[src/rtl/rst_seq_pkg.sv]
// constants and types shared by the chip reset sequencer
package rst_seq_pkg;

    localparam int unsigned CLK_MHZ        = 100;
    // sequence lengths as printed, in microseconds
    localparam int unsigned T_BIST_MIN_US  = 25000;
    localparam int unsigned T_BIST_MAX_US  = 50000;
    localparam int unsigned T_LONG_MIN_US  = 50;
    localparam int unsigned T_LONG_MAX_US  = 90;
    localparam int unsigned T_SHORT_MIN_US = 2;
    localparam int unsigned T_SHORT_MAX_US = 7;
    // cycle counts: aim at the minimum, rounded up
    localparam int unsigned BIST_CYC  = T_BIST_MIN_US * CLK_MHZ;
    localparam int unsigned LONG_CYC  = T_LONG_MIN_US * CLK_MHZ;
    localparam int unsigned SHORT_CYC = T_SHORT_MIN_US * CLK_MHZ;
    // share of a sequence spent in the final phase, in cycles
    localparam int unsigned FINAL_CYC = 100;

    localparam int CNT_W = 22;
    typedef logic [CNT_W-1:0] cnt_t;

    typedef enum logic [2:0] {
        KIND_DESTR_BIST = 3'h0,
        KIND_DESTR      = 3'h1,
        KIND_EXT_BIST   = 3'h2,
        KIND_FUNC_LONG  = 3'h3,
        KIND_FUNC_SHORT = 3'h4
    } seq_kind_e;

    typedef enum logic [2:0] {
        ST_IDLE    = 3'h0,
        ST_MAIN    = 3'h1,
        ST_FINAL   = 3'h2,
        ST_PIN_WAIT = 3'h3,
        ST_BOOT    = 3'h4,
        ST_RUN     = 3'h5
    } seq_state_e;

endpackage

[src/rtl/chip_reset_sequencer.sv]
// chip-level reset sequencer with open-drain reset pin
`timescale 1ns/1ps
`default_nettype none
module chip_reset_sequencer #(
    parameter int unsigned BIST_CYCLES  = rst_seq_pkg::BIST_CYC,
    parameter int unsigned LONG_CYCLES  = rst_seq_pkg::LONG_CYC,
    parameter int unsigned SHORT_CYCLES = rst_seq_pkg::SHORT_CYC,
    parameter int unsigned FINAL_CYCLES = rst_seq_pkg::FINAL_CYC
) (
    input  wire logic                     sys_clk,
    input  wire logic                     rst_n,
    input  wire logic                     power_on_reset_input_n,
    input  wire logic                     reset_pin_in,
    output var  logic                     reset_pin_out,
    output var  logic                     reset_pin_oe_n,
    input  wire logic                     logic_self_test_en,
    input  wire logic                     memory_self_test_en,
    input  wire logic                     destr_req,
    input  wire logic                     func_long_req,
    input  wire logic                     func_short_req,
    input  wire logic                     func_src_drive_en,
    input  wire logic                     boot_done,
    output var  logic                     core_reset_n,
    output var  logic                     app_start,
    output var  logic [2:0]               seq_kind,
    output var  logic                     seq_busy
);
    import rst_seq_pkg::*;

    logic por_sync;
    logic pin_sync;
    logic por_seen_ff;
    logic nxt_por_seen;

    seq_state_e state_ff;
    seq_state_e nxt_state;
    cnt_t       cnt_ff;
    cnt_t       nxt_cnt;
    seq_kind_e  kind_ff;
    seq_kind_e  nxt_kind;
    logic       drive_ff;
    logic       nxt_drive;
    logic       core_rst_ff;
    logic       nxt_core_rst;
    logic       app_ff;
    logic       nxt_app;
    logic       bist_sel;
    cnt_t       main_len;
    logic       nxt_reset_pin_out;
    logic       nxt_reset_pin_oe_n;
    logic       nxt_core_reset_n;
    logic       nxt_app_start;
    logic [2:0] nxt_seq_kind;
    logic       nxt_seq_busy;

    // pins come from the board, so pass two flops first
    sync2 #(.RESET_VAL(1'b0)) u_por_sync (
        .sys_clk (sys_clk),
        .rst_n   (rst_n),
        .d       (power_on_reset_input_n),
        .q       (por_sync)
    );

    sync2 #(.RESET_VAL(1'b0)) u_pin_sync (
        .sys_clk (sys_clk),
        .rst_n   (rst_n),
        .d       (reset_pin_in),
        .q       (pin_sync)
    );

    assign bist_sel = logic_self_test_en | memory_self_test_en;

    // main phase length excludes the final phase
    always_comb begin
        case (kind_ff)
            KIND_DESTR_BIST: main_len = cnt_t'(BIST_CYCLES - FINAL_CYCLES);
            KIND_EXT_BIST:   main_len = cnt_t'(BIST_CYCLES - FINAL_CYCLES);
            KIND_DESTR:      main_len = cnt_t'(LONG_CYCLES - FINAL_CYCLES);
            KIND_FUNC_LONG:  main_len = cnt_t'(LONG_CYCLES - FINAL_CYCLES);
            KIND_FUNC_SHORT: main_len = cnt_t'(SHORT_CYCLES - FINAL_CYCLES);
            default:         main_len = cnt_t'(LONG_CYCLES - FINAL_CYCLES);
        endcase
    end

    always_comb begin
        nxt_state    = state_ff;
        nxt_cnt      = cnt_ff;
        nxt_kind     = kind_ff;
        nxt_drive    = drive_ff;
        nxt_core_rst = core_rst_ff;
        nxt_app      = app_ff;
        nxt_por_seen = por_seen_ff;
        case (state_ff)
            ST_IDLE: begin
                // wait for power-on release, then start
                if (por_sync) begin
                    nxt_por_seen = 1'b1;
                    nxt_state    = ST_MAIN;
                    nxt_cnt      = '0;
                    nxt_kind     = bist_sel ? KIND_DESTR_BIST : KIND_DESTR;
                    nxt_drive    = 1'b1;
                    nxt_core_rst = 1'b1;
                end
            end
            ST_MAIN: begin
                nxt_cnt = cnt_ff + cnt_t'(1);
                if (cnt_ff >= main_len - cnt_t'(1)) begin
                    nxt_state = ST_FINAL;
                    nxt_cnt   = '0;
                end
            end
            ST_FINAL: begin
                nxt_cnt = cnt_ff + cnt_t'(1);
                if (cnt_ff >= cnt_t'(FINAL_CYCLES - 1)) begin
                    nxt_drive = 1'b0;
                    nxt_state = ST_PIN_WAIT;
                    nxt_cnt   = '0;
                end
            end
            ST_PIN_WAIT: begin
                // outside generator may stretch the low time
                if (pin_sync) begin
                    nxt_core_rst = 1'b0;
                    nxt_state    = ST_BOOT;
                end
            end
            ST_BOOT: begin
                if (boot_done) begin
                    nxt_app   = 1'b1;
                    nxt_state = ST_RUN;
                end
            end
            ST_RUN: begin
                // any new reset cause restarts, destructive first
                if (destr_req) begin
                    nxt_state    = ST_MAIN;
                    nxt_kind     = bist_sel ? KIND_DESTR_BIST : KIND_DESTR;
                    nxt_drive    = 1'b1;
                end else if (!pin_sync) begin
                    nxt_state    = ST_MAIN;
                    nxt_kind     = bist_sel ? KIND_EXT_BIST : KIND_FUNC_LONG;
                    nxt_drive    = 1'b1;
                end else if (func_long_req || func_short_req) begin
                    nxt_state    = ST_MAIN;
                    nxt_kind     = func_long_req ? KIND_FUNC_LONG
                                                 : KIND_FUNC_SHORT;
                    nxt_drive    = func_src_drive_en;
                end
                if (destr_req || !pin_sync || func_long_req
                    || func_short_req) begin
                    nxt_cnt      = '0;
                    nxt_core_rst = 1'b1;
                    nxt_app      = 1'b0;
                end
            end
            default: begin
                nxt_state = ST_IDLE;
            end
        endcase
        // losing power-on again aborts everything
        if (por_seen_ff && !por_sync) begin
            nxt_state    = ST_IDLE;
            nxt_por_seen = 1'b0;
            nxt_drive    = 1'b1;
            nxt_core_rst = 1'b1;
            nxt_app      = 1'b0;
            nxt_cnt      = '0;
        end
    end

    always_ff @(posedge sys_clk or negedge rst_n) begin
        if (!rst_n) begin
            state_ff    <= ST_IDLE;
            cnt_ff      <= '0;
            kind_ff     <= KIND_DESTR;
            drive_ff    <= 1'b1;
            core_rst_ff <= 1'b1;
            app_ff      <= 1'b0;
            por_seen_ff <= 1'b0;
        end else begin
            state_ff    <= nxt_state;
            cnt_ff      <= nxt_cnt;
            kind_ff     <= nxt_kind;
            drive_ff    <= nxt_drive;
            core_rst_ff <= nxt_core_rst;
            app_ff      <= nxt_app;
            por_seen_ff <= nxt_por_seen;
        end
    end

    // open drain: data is always low, only the enable moves
    // a high is never driven; the board pull-up makes it
    always_comb begin
        nxt_reset_pin_out  = 1'b0;
        nxt_reset_pin_oe_n = ~nxt_drive;
        nxt_core_reset_n   = ~nxt_core_rst;
        nxt_app_start      = nxt_app;
        nxt_seq_kind       = nxt_kind;
        nxt_seq_busy       = nxt_core_rst;
    end

    // fed from the next state so pins move with it, not a cycle late
    always_ff @(posedge sys_clk or negedge rst_n) begin
        if (!rst_n) begin
            reset_pin_out  <= 1'b0;
            reset_pin_oe_n <= 1'b0;
            core_reset_n   <= 1'b0;
            app_start      <= 1'b0;
            seq_kind       <= KIND_DESTR;
            seq_busy       <= 1'b1;
        end else begin
            reset_pin_out  <= nxt_reset_pin_out;
            reset_pin_oe_n <= nxt_reset_pin_oe_n;
            core_reset_n   <= nxt_core_reset_n;
            app_start      <= nxt_app_start;
            seq_kind       <= nxt_seq_kind;
            seq_busy       <= nxt_seq_busy;
        end
    end
endmodule
`default_nettype wire

[src/rtl/sync2.sv]
// two-flop synchroniser for a single level
`timescale 1ns/1ps
`default_nettype none
module sync2 #(
    parameter logic RESET_VAL = 1'b0
) (
    input  wire logic sys_clk,
    input  wire logic rst_n,
    input  wire logic d,
    output var  logic q
);
    logic meta_ff;
    logic nxt_meta;
    logic nxt_q;

    always_comb begin
        nxt_meta = d;
        nxt_q    = meta_ff;
    end

    always_ff @(posedge sys_clk or negedge rst_n) begin
        if (!rst_n) begin
            meta_ff <= RESET_VAL;
            q       <= RESET_VAL;
        end else begin
            meta_ff <= nxt_meta;
            q       <= nxt_q;
        end
    end
endmodule
`default_nettype wire
[config.mk]
export PLATFORM = sky130hd
export DESIGN_NAME = chip_reset_sequencer
export DESIGN_NICKNAME = d
export VERILOG_FILES = /design/src/rtl/rst_seq_pkg.sv /design/src/rtl/chip_reset_sequencer.sv /design/src/rtl/sync2.sv
export SDC_FILE = /design/constraint.sdc
export NUM_CORES = 1
export LEC_CHECK = 0
export ABC_CLOCK_PERIOD_IN_PS = 4100
export BUFFER_PORTS_ARGS = -buffer_cell sky130_fd_sc_hd__buf_2
export CAP_MARGIN = 20
export CORE_MARGIN = 4
export CORE_UTILIZATION = 31
export CTS_CLUSTER_DIAMETER = 60
export CTS_CLUSTER_SIZE = 40
export DETAILED_ROUTE_END_ITERATION = 12
export GPL_TIMING_DRIVEN = 1
export HOLD_SLACK_MARGIN = 0.15
export PLACE_DENSITY = 0.48
export REMOVE_ABC_BUFFERS = 1
export SYNTH_ARGS = -nofsm -noshare
export SYNTH_HDL_FRONTEND = slang
export SYNTH_HIERARCHICAL = 1
export SYNTH_SLANG_ARGS = --single-unit
[constraint.sdc]
create_clock -name sys_clk -period 4.1 [get_ports sys_clk]
set_input_delay 0.205 -clock sys_clk [delete_from_list [all_inputs] [get_ports sys_clk]]
set_output_delay 0.205 -clock sys_clk [all_outputs]
set_load 0.01 [all_outputs]
==> results.md <==
* Share of total power consumed by net switching at 45.48%
* Total die area at about 9300 sq um
* HPWL after DPL at 4588 um
* Maximum clock frequency at 0.3319 GHz
* Number of flip-flops and latches in the synthesized netlist at 38
* Crit path max fanout at 13
* Worst Setup Start Kind: flip-flop
* Post-layout min period at about 3000 ps
* Layout net count at 307
* Combinational group share of total power at around half
* Classification of the worst setup path: flip-flop to flip-flop
* Number of max-cap violations at 0
* Global placement routability congestion at roughly 0.84
* Final number of hold-violating endpoints at 0
* Skew-Pair Late Insertion Delay at 290 ps
* Share of flip-flops with an asynchronous set or reset at 100.0%
* Crit Reg-Reg Startpoint: seq_kind[2]
* 1st-pass router iterations at 4
* Clock buffer count from CTS at 5
* Sinks on the clock net at 38
* Most common library cell in the layout ignoring fill and taps: dfrtp_1
* Critical path launch point: seq_kind[2]
* Drt wl/cell at 17.00 um
* GRT Resource Usage Total at 15.00%
* Htree depth at 2
* First-pass GRT wire length at 10530 um
* Synth Area in Compound Gates at around 20%
* Final ANT Viol Nets at 0
* Worst-case setup margin in the final layout at 1087 ps
* Clock root cell: clkbuf_8
* Max Clock Skew at 3.503 ps
* Sequential element share of the synthesized area at about two fifths
* Worst Hold Launch: destr_req
* Vias in the first global route at slightly above 2000
* Final Power at 1.515 mW
* Count of different cell masters after synthesis at 60
* Number of enable-type register cells in the synthesized netlist at 0
* I/O pin total at 19
* Die X at 96.44 um
* Register share of total power at 34.8%
* Antenna violations before repair at 0
* Final setup violating endpoints at 0
* Min-Delay Path Class: primary input to flip-flop
* Post-CTS sizing at 0
* Required time of the critical path at between 4000 and 5000 ps
* DR iter-0 viols at ~170
* IR Drop Worst-Case VDD at 0.1397 mV
* Placeable core area at 7408 sq um
* Post-synthesis area per instance at 8.948 sq um
* Post-synthesis instance area at 2425 sq um
* Arrival time of the worst setup path at 3240 ps
* Internal Pwr Total at 0.8257 mW
* Number of diodes at 0
* Power Density at 565.6 nW/um^2
* Proportion of power drawn by the clock network at approximately 17%
* Effective utilization at floorplan at 32.73%
* Via-per-instance ratio at 5.563
* Kind of capture point of the worst setup path: flip-flop
* LEAKAGE at 1.130 nW
* DRC at 0
* Area Growth Syn to Fin at 10.42%
* Wirelength, routed at ~6500 um
* Number of buffer cells added on primary ports at 17
* Clock tree from TritonCTS: yes
* Die Span Y at 96.44 um
* Dominant combinational cell family by area after synthesis: simple AND/OR/NAND/NOR gates
* Multiplexer area fraction after synthesis at between 1 and 1.5%
* Simple logic cell fraction of the synthesized area at 26.83%
* RSZ-0062 raised after global routing: false
* Post-CTS setup-driven buffer insertion count at 0
* Slew HR at approximately 30%
* Dominant register cell in the synthesized netlist: dfrtp_1
* Largest net degree at the start of global routing at 39
* Slew at the pin closest to its max-slew limit at 1042 ps
* Clock Tree Buf Depth at 2
* Period Utilization, post-route at ~73%
* Highest-count cells in the layout ignoring fill and taps: 35 x dfrtp_1, 33 x nor2_1, 23 x nand2_1
* Post-synthesis instance total at 271
* Clock slew at the register clock pins of the worst setup and hold paths at 70 ps
* Setup Total Neg Slack at 0 ps
* Net switching power of the design at a little under 0.7 mW
* Result of the run: complete, no violations
* Xor-xnor portion of the synthesized cell area at approximately 1.4%
* Reg2reg setup slack at between 1000 and 1500 ps
* Pre-CTS setup slack at ~1100 ps
* Final Max Tran Viols at 0
* Share of post-route cells with drive strength above 1 at 15.09%
* Global route overflow at 0
* YS warnings at 6
* Number of rows created at floorplan at 31
* Share of synthesized cell area in full adder, half adder and majority cells at 6.192%
* Count of vias placed by the detailed router at 2136
* Hold bufs inserted after CTS at 3
cell usage after synthesis, drive strengths merged, types with 2 or more instances:
cell type | count | share of area [%]
a2111o | 2 | 0.93
a211oi | 2 | 0.83
a21o | 2 | 0.67
a21oi | 11 | 2.6
a221o | 2 | 0.83
a22o | 6 | 2.2
a2bb2oi | 2 | 0.72
a31oi | 4 | 1.3
and2 | 2 | 0.52
and3 | 2 | 0.52
and4 | 3 | 1.1
buf | 6 | 1.8
clkbuf | 10 | 1.5
dfrtp | 35 | 36
dfstp | 3 | 3.3
ha | 12 | 6.2
inv | 5 | 0.77
mux2i | 2 | 0.83
nand2 | 24 | 3.8
nand2b | 4 | 1.0
nand3 | 14 | 2.9
nand4 | 10 | 2.6
nand4b | 3 | 1.7
nor2 | 34 | 5.4
nor2b | 4 | 1.0
nor3 | 12 | 2.5
nor4 | 9 | 2.3
o211ai | 4 | 1.2
o21ai | 13 | 2.7
o311ai | 2 | 1.3
o31ai | 6 | 1.9
or2 | 2 | 0.52
xor2 | 4 | 1.4
metrics by stage:
stage / instances / cell area, sq um / hold slack, ps / util [%]
3_3_place_gp: 373 / 2567 / 315.2 / 34.66
4_1_cts: 384 / 2678 / 233.0 / 36.14
3_5_place_dp: 373 / 2567 / 314.4 / 34.66
5_1_grt: 384 / 2678 / 275.6 / 36.14
6_report: 384 / 2678 / 233.5 / 36.14
2_1_floorplan: 255 / 2344 / -90.59 / -
logic make-up after synthesis:
group,count (synthesis)
buf+inv,21
other cells,1
fa+ha+maj,12
flops,38
compound gates,66
simple gates,126
mux,3
xor+xnor,4
registers in the layout, summed over array words and instances, names as in the netlist:
name,cells
cnt_ff,22
seq_kind,3
state_ff,3
app_start,1
core_reset_n,1
drive_ff,1
por_seen_ff,1
reset_pin_oe_n,1
seq_busy,1
u_pin_sync/meta_ff,1
u_pin_sync/q,1
u_por_sync/meta_ff,1
u_por_sync/q,1
layout make-up:
class                      count  area [sq um]
fill                         766          4731
multi-input combinational    212          1370
sequential                    38         954.7
timing repair buffer          22         130.1
tap                           99         123.9
clock buffer                   8         80.08
inverter                       5         18.77
power by group through the flow:
stage	logic (mW)	clock network (mW)	registers (mW)
floorplan	0.491	0	0.527
global placement	0.724	0	0.536
detailed placement	0.732	0	0.534
CTS	0.735	0.259	0.528
global route	0.816	0.272	0.541
finish	0.736	0.251	0.527
worst paths after layout:
| check | end | cells after the start |
|---|---|---|
| max in group asynchronous | cnt_ff[6] | 2 |
| min in group asynchronous | core_reset_n | 2 |
| worst min register to register | u_pin_sync/q | 0 |
| worst max register to register | cnt_ff[18] | 8 |
| worst min-delay path | seq_kind[1] | 3 |
| worst max-delay path | cnt_ff[18] | 8 |
layer usage:
| layer | global-route usage (%) | wire length, um | vias up |
|---|---|---|---|
| li1 | - | - | 1039 |
| met1 | 20.38 | 3107 | 1042 |
| met2 | 23.91 | 3066 | 46 |
| met3 | 2.634 | 262 | 9 |
| met4 | 5.374 | 93 | 0 |
| met5 | 0 | 0 | - |
critical path, cell delays in order (launching register included):
cell and delay (ps):
dfrtp_1 390, or2_2 400, ha_1 320, a2111o_1 360, a2111o_1 420, a31oi_2 200
a21oi_2 220, nor2_2 410, a221o_1 220
Note: power is estimated with default switching activity, not from simulation.
